## config.mk

```make
export PLATFORM = sky130hd
export DESIGN_NAME = alert_conditioning
export DESIGN_NICKNAME = d
export VERILOG_FILES = /design/src/alert_pkg.sv /design/src/filter_if.sv /design/src/fault_filter.sv /design/src/alert_conditioning.sv
export SDC_FILE = /design/constraint.sdc
export NUM_CORES = 1
export LEC_CHECK = 0
export ABC_AREA = 0
export BUFFER_PORTS_ARGS = -buffer_cell sky130_fd_sc_hd__buf_2
export CORE_ASPECT_RATIO = 0.7
export CORE_UTILIZATION = 30
export DETAILED_ROUTE_END_ITERATION = 16
export GPL_ROUTABILITY_DRIVEN = 0
export PLACE_DENSITY = 0.6
export SLEW_MARGIN = 40
export SYNTH_ARGS = -nofsm -noshare
export SYNTH_HDL_FRONTEND = slang
export SYNTH_SLANG_ARGS = --single-unit
```

## constraint.sdc

```tcl
create_clock -name clk_i -period 3.1 [get_ports clk_i]
set_clock_uncertainty 0.15 [all_clocks]
set_input_delay 0.465 -clock clk_i [delete_from_list [all_inputs] [get_ports clk_i]]
set_output_delay 0.465 -clock clk_i [all_outputs]
set_load 0.005 [all_outputs]
```

## src/alert_pkg.sv

```systemverilog
`default_nettype none
////////////////////////////////////////////////////////////////////////////
// Shared constants of the alert conditioning block
package alert_pkg;
   // Clock
   localparam int CLK_PERIOD_NS = 20;

   // Register indices; byte address is four times the index
   localparam logic [9:0] CFG_INDEX = 10'h0dd;
   localparam logic [9:0] FORCE_INDEX = 10'h0de;
   localparam logic [9:0] STATUS_INDEX = 10'h0df;

   // Reset values
   localparam logic [15:0] CFG_RESET = 16'h0000;
   localparam logic [3:0] FORCE_RESET = 4'h0;
   // Writable bits of the configuration word, bit 15 reads zero
   localparam logic [15:0] CFG_MASK = 16'h7fff;

   // Fault channel numbering
   localparam int FAULT_OV = 0;
   localparam int FAULT_UV = 1;
   localparam int FAULT_OC = 2;
   localparam int NUM_FAULTS = 3;

   // Configuration word fields
   localparam int SECOND_RAW_MSB = 14;
   localparam int FIRST_RAW_MSB = 11;
   localparam int OVERCURRENT_FILTER_TIME_LSB = 7;
   localparam int UNDERVOLTAGE_FILTER_TIME_LSB = 5;
   localparam int OVERVOLTAGE_FILTER_TIME_LSB = 3;
   localparam int OC_ON_BIT = 2;
   localparam int OV_ON_BIT = 1;
   localparam int UV_ON_BIT = 0;
   localparam int FIL_LSB [0:2] = '{OVERVOLTAGE_FILTER_TIME_LSB, UNDERVOLTAGE_FILTER_TIME_LSB, OVERCURRENT_FILTER_TIME_LSB};
   localparam int ON_BIT [0:2] = '{OV_ON_BIT, UV_ON_BIT, OC_ON_BIT};

   // Polarity and force word fields
   localparam int SECOND_POL_BIT = 3;
   localparam int FIRST_POL_BIT = 2;
   localparam int SECOND_FORCE_BIT = 1;
   localparam int FIRST_FORCE_BIT = 0;

   // Filter time codes
   localparam logic [1:0] FIL_NONE = 2'h0;
   localparam logic [1:0] FIL_2US = 2'h1;
   localparam logic [1:0] FIL_4US = 2'h2;
   localparam logic [1:0] FIL_8US = 2'h3;

   // Filter times and their least cycle counts, rounded up
   localparam int FIL_2US_NS = 2000;
   localparam int FIL_4US_NS = 4000;
   localparam int FIL_8US_NS = 8000;
   localparam int FIL_2US_CYC =
      (FIL_2US_NS + CLK_PERIOD_NS - 1) / CLK_PERIOD_NS;
   localparam int FIL_4US_CYC =
      (FIL_4US_NS + CLK_PERIOD_NS - 1) / CLK_PERIOD_NS;
   localparam int FIL_8US_CYC =
      (FIL_8US_NS + CLK_PERIOD_NS - 1) / CLK_PERIOD_NS;
endpackage : alert_pkg
`default_nettype wire

```

## src/filter_if.sv

```systemverilog
`timescale 1ns/1ps
`default_nettype none
////////////////////////////////////////////////////////////////////////////
// Link between the alert core and one fault filter
interface filter_if;
   logic level;
   logic enable;
   logic [1:0] time_sel;
   logic cond;

   modport ctrl (output level, output enable, output time_sel, input cond);
   modport filt (input level, input enable, input time_sel, output cond);
endinterface : filter_if
`default_nettype wire

```

## src/fault_filter.sv

```systemverilog
`timescale 1ns/1ps
`default_nettype none
////////////////////////////////////////////////////////////////////////////
// Persistence filter for one comparator result
module fault_filter #(
   parameter int CNT_W = 9
) (
   input wire logic clk_i,
   input wire logic rst_i,
   filter_if.filt chan
);
   logic [CNT_W-1:0] run_count;
   logic [CNT_W-1:0] next_run_count;
   logic [CNT_W-1:0] limit;
   logic fault;
   logic reached;

   // Cycle limit for the selected filter time
   assign limit = (chan.time_sel == alert_pkg::FIL_2US) ?
                     CNT_W'(alert_pkg::FIL_2US_CYC) :
                  (chan.time_sel == alert_pkg::FIL_4US) ?
                     CNT_W'(alert_pkg::FIL_4US_CYC) :
                  (chan.time_sel == alert_pkg::FIL_8US) ?
                     CNT_W'(alert_pkg::FIL_8US_CYC) : '0;
   // A disabled comparator reports no fault
   assign fault = chan.level & chan.enable;
   assign reached = (run_count >= limit);
   // Restart on any drop, saturate at the limit
   assign next_run_count = !fault ? '0 :
                           reached ? run_count :
                           run_count + CNT_W'(1);
   assign chan.cond = fault & reached;

   ////////////////////////////////////////////////////////////////////////
   // Persistence counter
   always_ff @(posedge clk_i) begin
      if (rst_i) begin
         run_count <= '0;
      end else begin
         run_count <= next_run_count;
      end
   end

   ////////////////////////////////////////////////////////////////////////
   // Checks
   logic [CNT_W-1:0] high_len;
   always_ff @(posedge clk_i) begin
      if (rst_i || !fault) begin
         high_len <= '0;
      end else if (!(&high_len)) begin
         high_len <= high_len + CNT_W'(1);
      end
   end

   AST_FILTER_MIN: assert property (@(posedge clk_i) disable iff (rst_i)
      chan.cond |-> (high_len >= limit))
      else $error("conditioned fault passed before filter time");
   AST_FILTER_ZERO: assert property (@(posedge clk_i)
      disable iff (rst_i)
      (chan.time_sel == alert_pkg::FIL_NONE) |-> (chan.cond == fault))
      else $error("zero filter time does not pass fault at once");
   AST_FILTER_TWO: assert property (@(posedge clk_i) disable iff (rst_i)
      (chan.time_sel == alert_pkg::FIL_2US && fault
       && high_len == CNT_W'(alert_pkg::FIL_2US_CYC))
      |-> chan.cond)
      else $error("two microsecond filter failed to pass fault");
   AST_FILTER_OFF: assert property (@(posedge clk_i) disable iff (rst_i)
      !chan.enable |-> !chan.cond)
      else $error("disabled comparator reported fault");
   AST_FILTER_RESTART: assert property (@(posedge clk_i)
      disable iff (rst_i)
      !fault |=> (run_count == '0))
      else $error("filter counter did not restart");
   COV_FILTER_8US: cover property (@(posedge clk_i) disable iff (rst_i)
      chan.time_sel == alert_pkg::FIL_8US && $rose(chan.cond));
endmodule : fault_filter
`default_nettype wire

```

## src/alert_conditioning.sv

```systemverilog
// Decided for this implementation: register access over Wishbone.
`timescale 1ns/1ps
`default_nettype none
module alert_conditioning #(
   parameter int CNT_W = 9
) (
   input wire logic clk_i,
   input wire logic rst_i,
   input wire logic wb_cyc_i,
   input wire logic wb_stb_i,
   input wire logic wb_we_i,
   input wire logic [11:0] wb_adr_i,
   input wire logic [31:0] wb_dat_i,
   input wire logic [3:0] wb_sel_i,
   output logic [31:0] wb_dat_o,
   output logic wb_ack_o,
   input wire logic ov_fault_i,
   input wire logic uv_fault_i,
   input wire logic oc_fault_i,
   output logic overvoltage_comparator_on_o,
   output logic undervoltage_comparator_on_o,
   output logic overcurrent_comparator_on_o,
   output logic alert_out_first_o,
   output logic alert_out_first_oe_o,
   output logic alert_out_second_o
);
   localparam int NF = alert_pkg::NUM_FAULTS;

   logic [15:0] cfg;
   logic [3:0] force_pol;
   logic [NF-1:0] sync1;
   logic [NF-1:0] sync2;
   logic [NF-1:0] sync3;
   logic [NF-1:0] comp_level;
   logic [NF-1:0] fault_pins;
   logic [NF-1:0] raw_fault;
   logic [NF-1:0] cond_fault;
   logic [NF-1:0] first_pick;
   logic [NF-1:0] second_pick;
   logic [NF-1:0] first_raw_select;
   logic [NF-1:0] second_raw_select;
   logic [NF-1:0] comp_on;

   ////////////////////////////////////////////////////////////////////////
   // Bus decode
   logic req;
   logic hit_cfg;
   logic hit_force;
   logic hit_status;
   logic wr_cfg;
   logic wr_force;
   logic [31:0] next_rdata;
   logic [7:0] status_word;
   logic [15:0] next_cfg;
   logic [3:0] next_force_pol;

   // Ack gating keeps a strobe held over the answer from counting twice
   assign req = wb_cyc_i & wb_stb_i & ~wb_ack_o;
   assign hit_cfg = (wb_adr_i[11:2] == alert_pkg::CFG_INDEX);
   assign hit_force = (wb_adr_i[11:2] == alert_pkg::FORCE_INDEX);
   assign hit_status = (wb_adr_i[11:2] == alert_pkg::STATUS_INDEX);
   assign wr_cfg = req & wb_we_i & hit_cfg;
   assign wr_force = req & wb_we_i & hit_force & wb_sel_i[0];
   // Byte lanes of the configuration word
   assign next_cfg = {wb_sel_i[1] ? wb_dat_i[15:8] : cfg[15:8],
                      wb_sel_i[0] ? wb_dat_i[7:0] : cfg[7:0]}
                     & alert_pkg::CFG_MASK;
   assign next_force_pol = wb_dat_i[3:0];
   // Status shows live comparator and alert state
   assign status_word = {alert_out_second_o, alert_out_first_oe_o,
                         cond_fault, comp_level};
   // Read mux, unmapped reads return zero
   assign next_rdata = hit_cfg ? {16'h0000, cfg} :
                       hit_force ? {28'h0000000, force_pol} :
                       hit_status ? {24'h000000, status_word} :
                       32'h00000000;

   ////////////////////////////////////////////////////////////////////////
   // Acknowledge and read data, one cycle after the request
   always_ff @(posedge clk_i) begin
      if (rst_i) begin
         wb_ack_o <= 1'b0;
         wb_dat_o <= 32'h00000000;
      end else begin
         wb_ack_o <= req;
         wb_dat_o <= req ? next_rdata : 32'h00000000;
      end
   end

   ////////////////////////////////////////////////////////////////////////
   // Configuration and polarity/force registers
   always_ff @(posedge clk_i) begin
      if (rst_i) begin
         cfg <= alert_pkg::CFG_RESET;
      end else if (wr_cfg) begin
         cfg <= next_cfg;
      end
   end

   always_ff @(posedge clk_i) begin
      if (rst_i) begin
         force_pol <= alert_pkg::FORCE_RESET;
      end else if (wr_force) begin
         force_pol <= next_force_pol;
      end
   end

   ////////////////////////////////////////////////////////////////////////
   // Comparator inputs: three stages, accepted when stages two and three agree
   assign fault_pins = {oc_fault_i, uv_fault_i, ov_fault_i};

   always_ff @(posedge clk_i) begin
      if (rst_i) begin
         sync1 <= '0;
         sync2 <= '0;
         sync3 <= '0;
      end else begin
         sync1 <= fault_pins;
         sync2 <= sync1;
         sync3 <= sync2;
      end
   end

   always_ff @(posedge clk_i) begin
      if (rst_i) begin
         comp_level <= '0;
      end else begin
         comp_level <= (sync2 & sync3) | (comp_level & (sync2 | sync3));
      end
   end

   ////////////////////////////////////////////////////////////////////////
   // One shared filter per comparator, selects per alert channel
   filter_if chan_if [NF] ();

   for (genvar g = 0; g < NF; g++) begin : g_fault
      assign comp_on[g] = cfg[alert_pkg::ON_BIT[g]];
      assign raw_fault[g] = comp_level[g] & comp_on[g];
      assign chan_if[g].level = comp_level[g];
      assign chan_if[g].enable = comp_on[g];
      // Field positions: OV 4..3, UV 6..5, OC 8..7
      assign chan_if[g].time_sel =
         cfg[alert_pkg::FIL_LSB[g] +: 2];
      assign cond_fault[g] = chan_if[g].cond;
      assign first_raw_select[g] = cfg[alert_pkg::FIRST_RAW_MSB - g];
      assign second_raw_select[g] = cfg[alert_pkg::SECOND_RAW_MSB - g];
      // Same filtered result feeds both channels
      assign first_pick[g] =
         first_raw_select[g] ? raw_fault[g] : cond_fault[g];
      assign second_pick[g] =
         second_raw_select[g] ? raw_fault[g] : cond_fault[g];

      fault_filter #(
         .CNT_W(CNT_W)
      ) u_filter (
         .clk_i(clk_i),
         .rst_i(rst_i),
         .chan(chan_if[g].filt)
      );
   end

   ////////////////////////////////////////////////////////////////////////
   // Alert activity and pin levels
   logic first_active;
   logic second_active;
   logic first_pol;
   logic second_pol;
   logic first_force;
   logic second_force;

   assign first_pol = force_pol[alert_pkg::FIRST_POL_BIT];
   assign second_pol = force_pol[alert_pkg::SECOND_POL_BIT];
   assign first_force = force_pol[alert_pkg::FIRST_FORCE_BIT];
   assign second_force = force_pol[alert_pkg::SECOND_FORCE_BIT];
   assign first_active = first_force | (|first_pick);
   assign second_active = second_force | (|second_pick);

   // First pin is open drain: drive low only; second is push-pull
   always_ff @(posedge clk_i) begin
      if (rst_i) begin
         alert_out_first_o <= 1'b0;
         alert_out_first_oe_o <= 1'b0;
         alert_out_second_o <= 1'b1;
      end else begin
         alert_out_first_o <= 1'b0;
         alert_out_first_oe_o <= first_active ^ first_pol;
         alert_out_second_o <= ~(second_active ^ second_pol);
      end
   end

   // Comparator power enables
   always_ff @(posedge clk_i) begin
      if (rst_i) begin
         overvoltage_comparator_on_o <= 1'b0;
         undervoltage_comparator_on_o <= 1'b0;
         overcurrent_comparator_on_o <= 1'b0;
      end else begin
         overvoltage_comparator_on_o <= cfg[alert_pkg::OV_ON_BIT];
         undervoltage_comparator_on_o <= cfg[alert_pkg::UV_ON_BIT];
         overcurrent_comparator_on_o <= cfg[alert_pkg::OC_ON_BIT];
      end
   end

   ////////////////////////////////////////////////////////////////////////
   // Checks
   AST_CFG_WRITE: assert property (@(posedge clk_i) disable iff (rst_i)
      (wr_cfg && wb_sel_i[1:0] == 2'h3)
      |=> (cfg == ($past(wb_dat_i[15:0]) & alert_pkg::CFG_MASK)))
      else $error("configuration write not stored");
   AST_CFG_READ: assert property (@(posedge clk_i) disable iff (rst_i)
      (req && !wb_we_i && hit_cfg)
      |=> (wb_ack_o && wb_dat_o[15:0] == $past(cfg)))
      else $error("configuration read back wrong");
   AST_FORCE_FIRST: assert property (@(posedge clk_i)
      disable iff (rst_i)
      first_force |=> (alert_out_first_oe_o != $past(first_pol)))
      else $error("forced first alert not active");
   AST_IDLE_SECOND: assert property (@(posedge clk_i)
      disable iff (rst_i)
      (!second_force && second_pick == 3'h0)
      |=> (alert_out_second_o == !$past(second_pol)))
      else $error("idle second alert at wrong level");
   AST_RAW_FIRST: assert property (@(posedge clk_i) disable iff (rst_i)
      (first_raw_select[alert_pkg::FAULT_OV] && raw_fault[alert_pkg::FAULT_OV])
      |=> (alert_out_first_oe_o != $past(first_pol)))
      else $error("raw over-voltage did not reach first alert");
   AST_RAW_SECOND: assert property (@(posedge clk_i) disable iff (rst_i)
      (second_raw_select[alert_pkg::FAULT_OC] && raw_fault[alert_pkg::FAULT_OC])
      |=> (alert_out_second_o == $past(second_pol)))
      else $error("raw over-current did not reach second alert");
   AST_SHARED: assert property (@(posedge clk_i) disable iff (rst_i)
      (cond_fault[alert_pkg::FAULT_UV]
       && !first_raw_select[alert_pkg::FAULT_UV]
       && !second_raw_select[alert_pkg::FAULT_UV])
      |=> (alert_out_first_oe_o != $past(first_pol)
           && alert_out_second_o == $past(second_pol)))
      else $error("shared conditioned fault missed an alert");
   AST_SYNC_DELAY: assert property (@(posedge clk_i) disable iff (rst_i)
      $rose(comp_level[alert_pkg::FAULT_OV]) |-> $past(ov_fault_i, 3))
      else $error("comparator accepted without settled input");
   AST_ACK_PULSE: assert property (@(posedge clk_i) disable iff (rst_i)
      wb_ack_o |=> !wb_ack_o)
      else $error("acknowledge longer than one cycle");

   // Alert levels for the remaining force and select combinations
   AST_FORCE_SECOND: assert property (@(posedge clk_i)
      disable iff (rst_i)
      second_force |=> (alert_out_second_o == $past(second_pol)))
      else $error("forced second alert not active");
   AST_IDLE_FIRST: assert property (@(posedge clk_i)
      disable iff (rst_i)
      (!first_force && first_pick == 3'h0)
      |=> (alert_out_first_oe_o == $past(first_pol)))
      else $error("idle first alert at wrong level");
   AST_COND_FIRST: assert property (@(posedge clk_i)
      disable iff (rst_i)
      (cond_fault[alert_pkg::FAULT_OC]
       && !first_raw_select[alert_pkg::FAULT_OC])
      |=> (alert_out_first_oe_o != $past(first_pol)))
      else $error("conditioned over-current missed first alert");
   AST_COND_SECOND: assert property (@(posedge clk_i)
      disable iff (rst_i)
      (cond_fault[alert_pkg::FAULT_OV]
       && !second_raw_select[alert_pkg::FAULT_OV])
      |=> (alert_out_second_o == $past(second_pol)))
      else $error("conditioned over-voltage missed second alert");

   // Register bus and enable outputs
   AST_UNMAPPED: assert property (@(posedge clk_i) disable iff (rst_i)
      (req && !hit_cfg && !hit_force && !hit_status)
      |=> (wb_ack_o && wb_dat_o == 32'h00000000))
      else $error("unmapped access returned data");
   AST_CFG_TOP: assert property (@(posedge clk_i) disable iff (rst_i)
      !cfg[15])
      else $error("unused configuration bit set");
   AST_DAT_IDLE: assert property (@(posedge clk_i) disable iff (rst_i)
      !wb_ack_o |-> (wb_dat_o == 32'h00000000))
      else $error("read data shown without acknowledge");
   AST_COMP_PWR: assert property (@(posedge clk_i) disable iff (rst_i)
      1'b1 |=> ({overcurrent_comparator_on_o, undervoltage_comparator_on_o,
                 overvoltage_comparator_on_o} == $past(comp_on)))
      else $error("comparator enable output does not follow register");

   // Main scenarios
   COV_FORCE: cover property (@(posedge clk_i) disable iff (rst_i)
      $rose(first_force));
   COV_BOTH: cover property (@(posedge clk_i) disable iff (rst_i)
      first_active && second_active && !first_force && !second_force);
   COV_RAW_MIX: cover property (@(posedge clk_i) disable iff (rst_i)
      first_raw_select != second_raw_select && |raw_fault);
endmodule : alert_conditioning
`default_nettype wire

```

# [Word-level counts from Yosys, hierarchy flattened]
# Index checks and enable logic that the tools add are counted.
# Widths: inputs -> output; s select.
[totals] in_bits=56 output_inout_bits=39 reg_bits=96 elab_cells=90
[classes] bitwise=26 eq_ne=12 add_sub_neg=3 reduce_logical=9 mux=18 magnitude_cmp=3
[op_table] cell="$mux 9" count=9
[op_table] cell="$eq 10x8->1 const B" count=3
[op_table] cell="$add 9x1->9 const B" count=3
[op_table] cell="$ge 9x9->1" count=3
[op_table] cell="$mux 8" count=2
[op_table] cell="$mux 15" count=1
[op_table] cell="$and 1x1->1" count=12
[op_table] cell="$eq 2x2->1 const B" count=6
[op_table] cell="$reduce_or 2->1" count=4
[op_table] cell="$and 3x3->3" count=2
[op_table] cell="$eq 2x1->1 const B" count=3
[op_table] cell="$mux 1" count=6
[op_table] cell="$not 1->1" count=6
[op_table] cell="$or 3x3->3" count=2
[op_table] cell="$reduce_or 3->1" count=2
[op_table] cell="$reduce_and 2->1" count=2
[op_table] cell="$reduce_or 4->1" count=1
[op_table] cell="$or 1x1->1" count=2
[op_table] cell="$xor 1x1->1" count=2

# [Depth between registers and ports, before layout]
[depth] word_depth=11 depth_mapped=10 mapped_depth_nobuf=10

# [Cells and area by module]
# A second synthesis with hierarchy kept.
[hier_totals] cells_unflattened=505 hier_area_um2=4436.8
[modules_own_cells] module="alert_conditioning" n_inst=1 cells_each=227 area_each_um2=2167.1
[modules_own_cells] module="fault_filter (g_fault[1].u_filter ...)" n_inst=2 cells_each=93 area_each_um2=754.5
[modules_own_cells] module="fault_filter (g_fault[0].u_filter)" n_inst=1 cells_each=92 area_each_um2=760.7

# [Worst setup path after synthesis]
# Ideal clock, no wire load.
[synth_path] path_kind="register -> register" startpoint="register cfg[5]" endpoint="register alert_out_first_oe_o" period_less_slack_ns=2.546 arrival_time_ns=2.276 n_path_buf=0 stages_incl_launch_ff=10 t_required_ns=2.829 path_slack_ns=0.554 setup_ns=0.121 cell_sequence="dfxtp_1 -> inv_1 -> ha_1 -> ha_1 -> a21oi_1 -> o21a_1 -> o31ai_2 -> o311ai_0 -> nor4b_1 -> mux2_2"
[synth_between] elab_chain_cells=10
[synth_rtl] item="start, declared" line_no="alert_conditioning.sv:29" text="logic [15:0] cfg;"
[synth_rtl] item="start signal, assigned" line_no="alert_conditioning.sv:94" text="cfg <= alert_pkg::CFG_RESET;"
[synth_rtl] item="start signal, assigned" line_no="alert_conditioning.sv:96" text="cfg <= next_cfg;"
[synth_rtl] item="$eq 2x2->1" line_no="fault_filter.sv:23" text="(chan.time_sel == alert_pkg::FIL_8US) ?"
[synth_rtl] item="$mux 9" line_no="fault_filter.sv:23"
[synth_rtl] item="$mux 9" line_no="fault_filter.sv:21" text="(chan.time_sel == alert_pkg::FIL_4US) ?"
[synth_rtl] item="$mux 9 *" line_no="fault_filter.sv:19" text="assign limit = (chan.time_sel == alert_pkg::FIL_2US) ?"
[synth_rtl] item="$ge 9x9->1 *" line_no="fault_filter.sv:27" text="assign reached = (run_count >= limit);"
[synth_rtl] item="$and 1x1->1 *" line_no="fault_filter.sv:32" text="assign chan.cond = fault & reached;"
[synth_rtl] item="$mux 1 *" line_no="alert_conditioning.sv:149" text="first_raw_select[g] ? raw_fault[g] : cond_fault[g];"
[synth_rtl] item="$reduce_or 3->1 *" line_no="alert_conditioning.sv:175" text="assign first_active = first_force | (|first_pick);"
[synth_rtl] item="$or 1x1->1 *" line_no="alert_conditioning.sv:175"
[synth_rtl] item="$xor 1x1->1 *" line_no="alert_conditioning.sv:186" text="alert_out_first_oe_o <= first_active ^ first_pol;"
[synth_rtl] item="end signal, assigned" line_no="alert_conditioning.sv:186"
[synth_rtl] item="end, declared" line_no="alert_conditioning.sv:24" text="output logic alert_out_first_oe_o,"
# Mark *: on every way between the ends. The rest lies on a longest branch, timed or not.
# A chain may end at the register's enable or synchronous reset.

# [Worst setup path in the final report]
# Ends and elaborated chain as after synthesis.

==> impl_metrics.py <==
metrics = {
    "power": {
        "leakage_uw": 0.00183,
        "p_per_area_nw_per_um2": 483,
        "peakVddDrop_mv": 0.311,
    },
    "job": {
        "maxCapViolations": 0,
    },
    "layout": {
        "regArea_um2": 1580,
        "layout.cells.non_filler": 659,
        "design_area_um2": 4640,
        "drive_gt1_share_pct": 17.1,
        "area_growth_pct": 18.8,
        "antenna_cells": 0,
        "final_nets": 585,
        "multi_input_area_um2": 2120,
        "fillers": 1264,
    },
    "synthesis": {
        "synth_top_flop_cell": "dfxtp_1",
        "synth-edff-count": 0,
        "ys_seq_area_share_pct": 40.5,
        "synth_cells": 432,
        "netlist.area_leader.share_pct": 40.5,
        "synth_common_cells": "dfxtp_1 (79), nor2_1 (49), ha_1 (37), nand2_1 (31), inv_1 (29)",
        "synth_most_common_cell": "dfxtp_1",
        "yosys-top-cells-area": "dfxtp_1 (40%), ha_1 (12%), mux2i_1 (5.4%), nor2_1 (4.7%), a21oi_1 (3.6%)",
        "ys_warn_count": 0,
        "synth.distinct_cells": 50,
        "syn_area_per_cell_um2": 9.04,
        "yosysTopAreaCell": "dfxtp_1",
        "synth_area_um2": 3900,
        "async_reset_ff_share_pct": 0,
        "ys_ff_latch": 79,
    },
    "drt": {
        "via_per_inst": 4.64,
        "route.detailed.drc": 6,
        "vias": 3058,
        "postRouteAntennaNets": 0,
        "first_iter_violations": 113,
        "finalWirelength_um": 8930,
        "wl_per_cell_um": 13.5,
        "dr.pass1.iters": 10,
    },
    "sta": {
        "worst_pin_slew_ns": 0.651,
        "slew_headroom_pct": 56.6,
        "fin_crit_ns": 2.84,
        "rsz0062_at_grt": "no",
        "max_freq_mhz": 352,
        "tns_ns": 0,
        "setup_slack_ns": 0.257,
        "final_max_slew_viol_count": 0,
        "finalSetupViolCount": 0,
        "hold_viol": 0,
        "fin_crit_sh_pct": 91.7,
    },
    "clock_network": {
        "post-cts-setup-buffers": 0,
        "path_clk_slew_ns": 0.06,
        "cts_tree": "built",
        "clk-insertion-delay-late_ns": 0.34,
        "cts_buffer_depth": 2,
        "clock-root-buffer": "clkbuf_16",
        "cts_buffers": 9,
        "hold_buffers": 0,
        "clock_sinks": 79,
        "h-tree-depth": 3,
    },
    "placement": {
        "pre_cts_slack_ns": 0.183,
        "dpl.hpwl_um": 6590,
        "dp.cells": 643,
        "io_buffers": 55,
        "placed_area_um2": 4300,
    },
    "worst_setup_path": {
        "critPathArrivalTime_ns": 2.92,
        "worstPathRequired_ns": 3.18,
        "r2r_setup_slack_ns": 0.26,
        "worst-setup-path-type": "reg2reg",
        "start_kind": "flip-flop",
        "cp_max_fo": 10,
        "endpoint_kind": "flip-flop",
    },
    "floorplan": {
        "die_h_um": 97.5,
        "dieArea_um2": 13500,
        "core_um2": 12500,
        "rows": 34,
        "die_w_um": 138,
        "ios": 95,
        "initial_core_util_pct": 31.1,
    },
    "run_status": {
        "status": "complete, but fails checks",
        "violations": "design-rule violations",
    },
    "global_routing": {
        "antenna_found_initial": 0,
        "track_usage_pct": 13.8,
        "grt_pass1_vias": 2931,
        "grt_start_max_net_pins": 33,
        "grt_pass1_wl_um": 14400,
        "overflow": 0,
    },
    "worst_hold_path": {
        "hold_class": "in2reg",
    },
}
## sequential cells by signal (all words and copies together), names as in the netlist
signal                        cells
alert_out_first_oe_o              1
force_pol                         4
sync1                             3
cfg                              15
comp_level                        3
wb_ack_o                          1
overcurrent_comparator_on_o       1
alert_out_second_o                1
undervoltage_comparator_on_o      1
sync2                             3
overvoltage_comparator_on_o       1
g_fault.u_filter.run_count       27
sync3                             3
wb_dat_o                         15
## stage by stage
step           hold slack (ns)  total power (µW)  utilization (%)
2_1_floorplan            0.264              1080                -
3_3_place_gp             0.271              1100             34.3
3_5_place_dp             0.280              1100             34.3
4_1_cts                  0.171              2270             36.9
5_1_grt                  0.190              2310             37.0
6_report                 0.183              2240             37.0
## worst paths after layout
check / endpoint / from / cells after the start
setup / recovery: alert_out_first_oe_o / cfg[5] / 9
hold / removal: sync1[0] / ov_fault_i / 2
setup reg to reg: alert_out_first_oe_o / cfg[5] / 9
hold reg to reg: sync2[2] / sync1[2] / 1
## critical path, cell delays in order, from the launching register on
cell and delay (ns):
dfxtp_1 0.42, inv_1 0.11, ha_1 0.30, ha_1 0.29
a21oi_1 0.13, o21a_1 0.18, o31ai_4 0.14, o311ai_0 0.30
nor4b_1 0.32, mux2_2 0.38
## report_power, final
group          internal, µW  leakage [µW]  switching [µW]  total [µW]
combinational          23.3       0.00103            29.3        52.7
clock                   749      0.000160             418        1170
sequential             1020      0.000638            2.14        1020
## metal layers
metal / global-route usage [%] / part of all wire [%]
met1: 18.8 / 52
met2: 20.7 / 43
met3: 4.04 / 4.2
met4: 4.24 / 1.3
met5: 0 / 0
## cell usage in the layout, fill, tap and decap left out, types with 4 or more instances in the layout
master,synthesis,layout
nor2b_1,17,17
clkbuf_16,0,9
mux2i_1,21,21
and2_1,10,10
or3_1,4,4
nand2_1,31,31
buf_2,0,55
mux2_2,4,4
nand3_1,7,7
xor2_1,4,4
o21ai_0,11,11
nand4_1,9,9
nor4_1,5,5
a21oi_1,28,28
xnor2_1,14,14
conb_1,1,18
inv_1,29,29
ha_1,37,37
nor2_1,49,49
dfxtp_1,79,79
## final cells by class
cell class	instances	share of cell area, %
Tap cell	162	4.37
Inverter	29	2.35
Timing Repair Buffer	58	6.42
Multi-Input combinational cell	315	45.8
Clock inverter	3	1.40
Clock buffer	13	5.61
Sequential cell	79	34.1
## logic make-up (layout without fill, tap and decap cells)
logic type | Yosys count | count (layout) | share of synthesized area, %
DFF | 79 | 79 | 40.5
other | 1 | 18 | 0.0960
AOI/OAI and AO/OA | 62 | 62 | 9.93
and+or+nand+nor | 155 | 155 | 20.0
xor gates and xnor gates | 18 | 18 | 4.04
adders and majority gates | 37 | 37 | 11.9
buffers and inverters | 55 | 103 | 7.02
muxes | 25 | 25 | 6.54
## what timing repair did
action,in CTS,in global routing
endpoints found under the hold margin,0,0
gates resized for setup,0,1
endpoints found under the setup margin,0,1
Note: power is estimated with default switching activity, not from simulation.
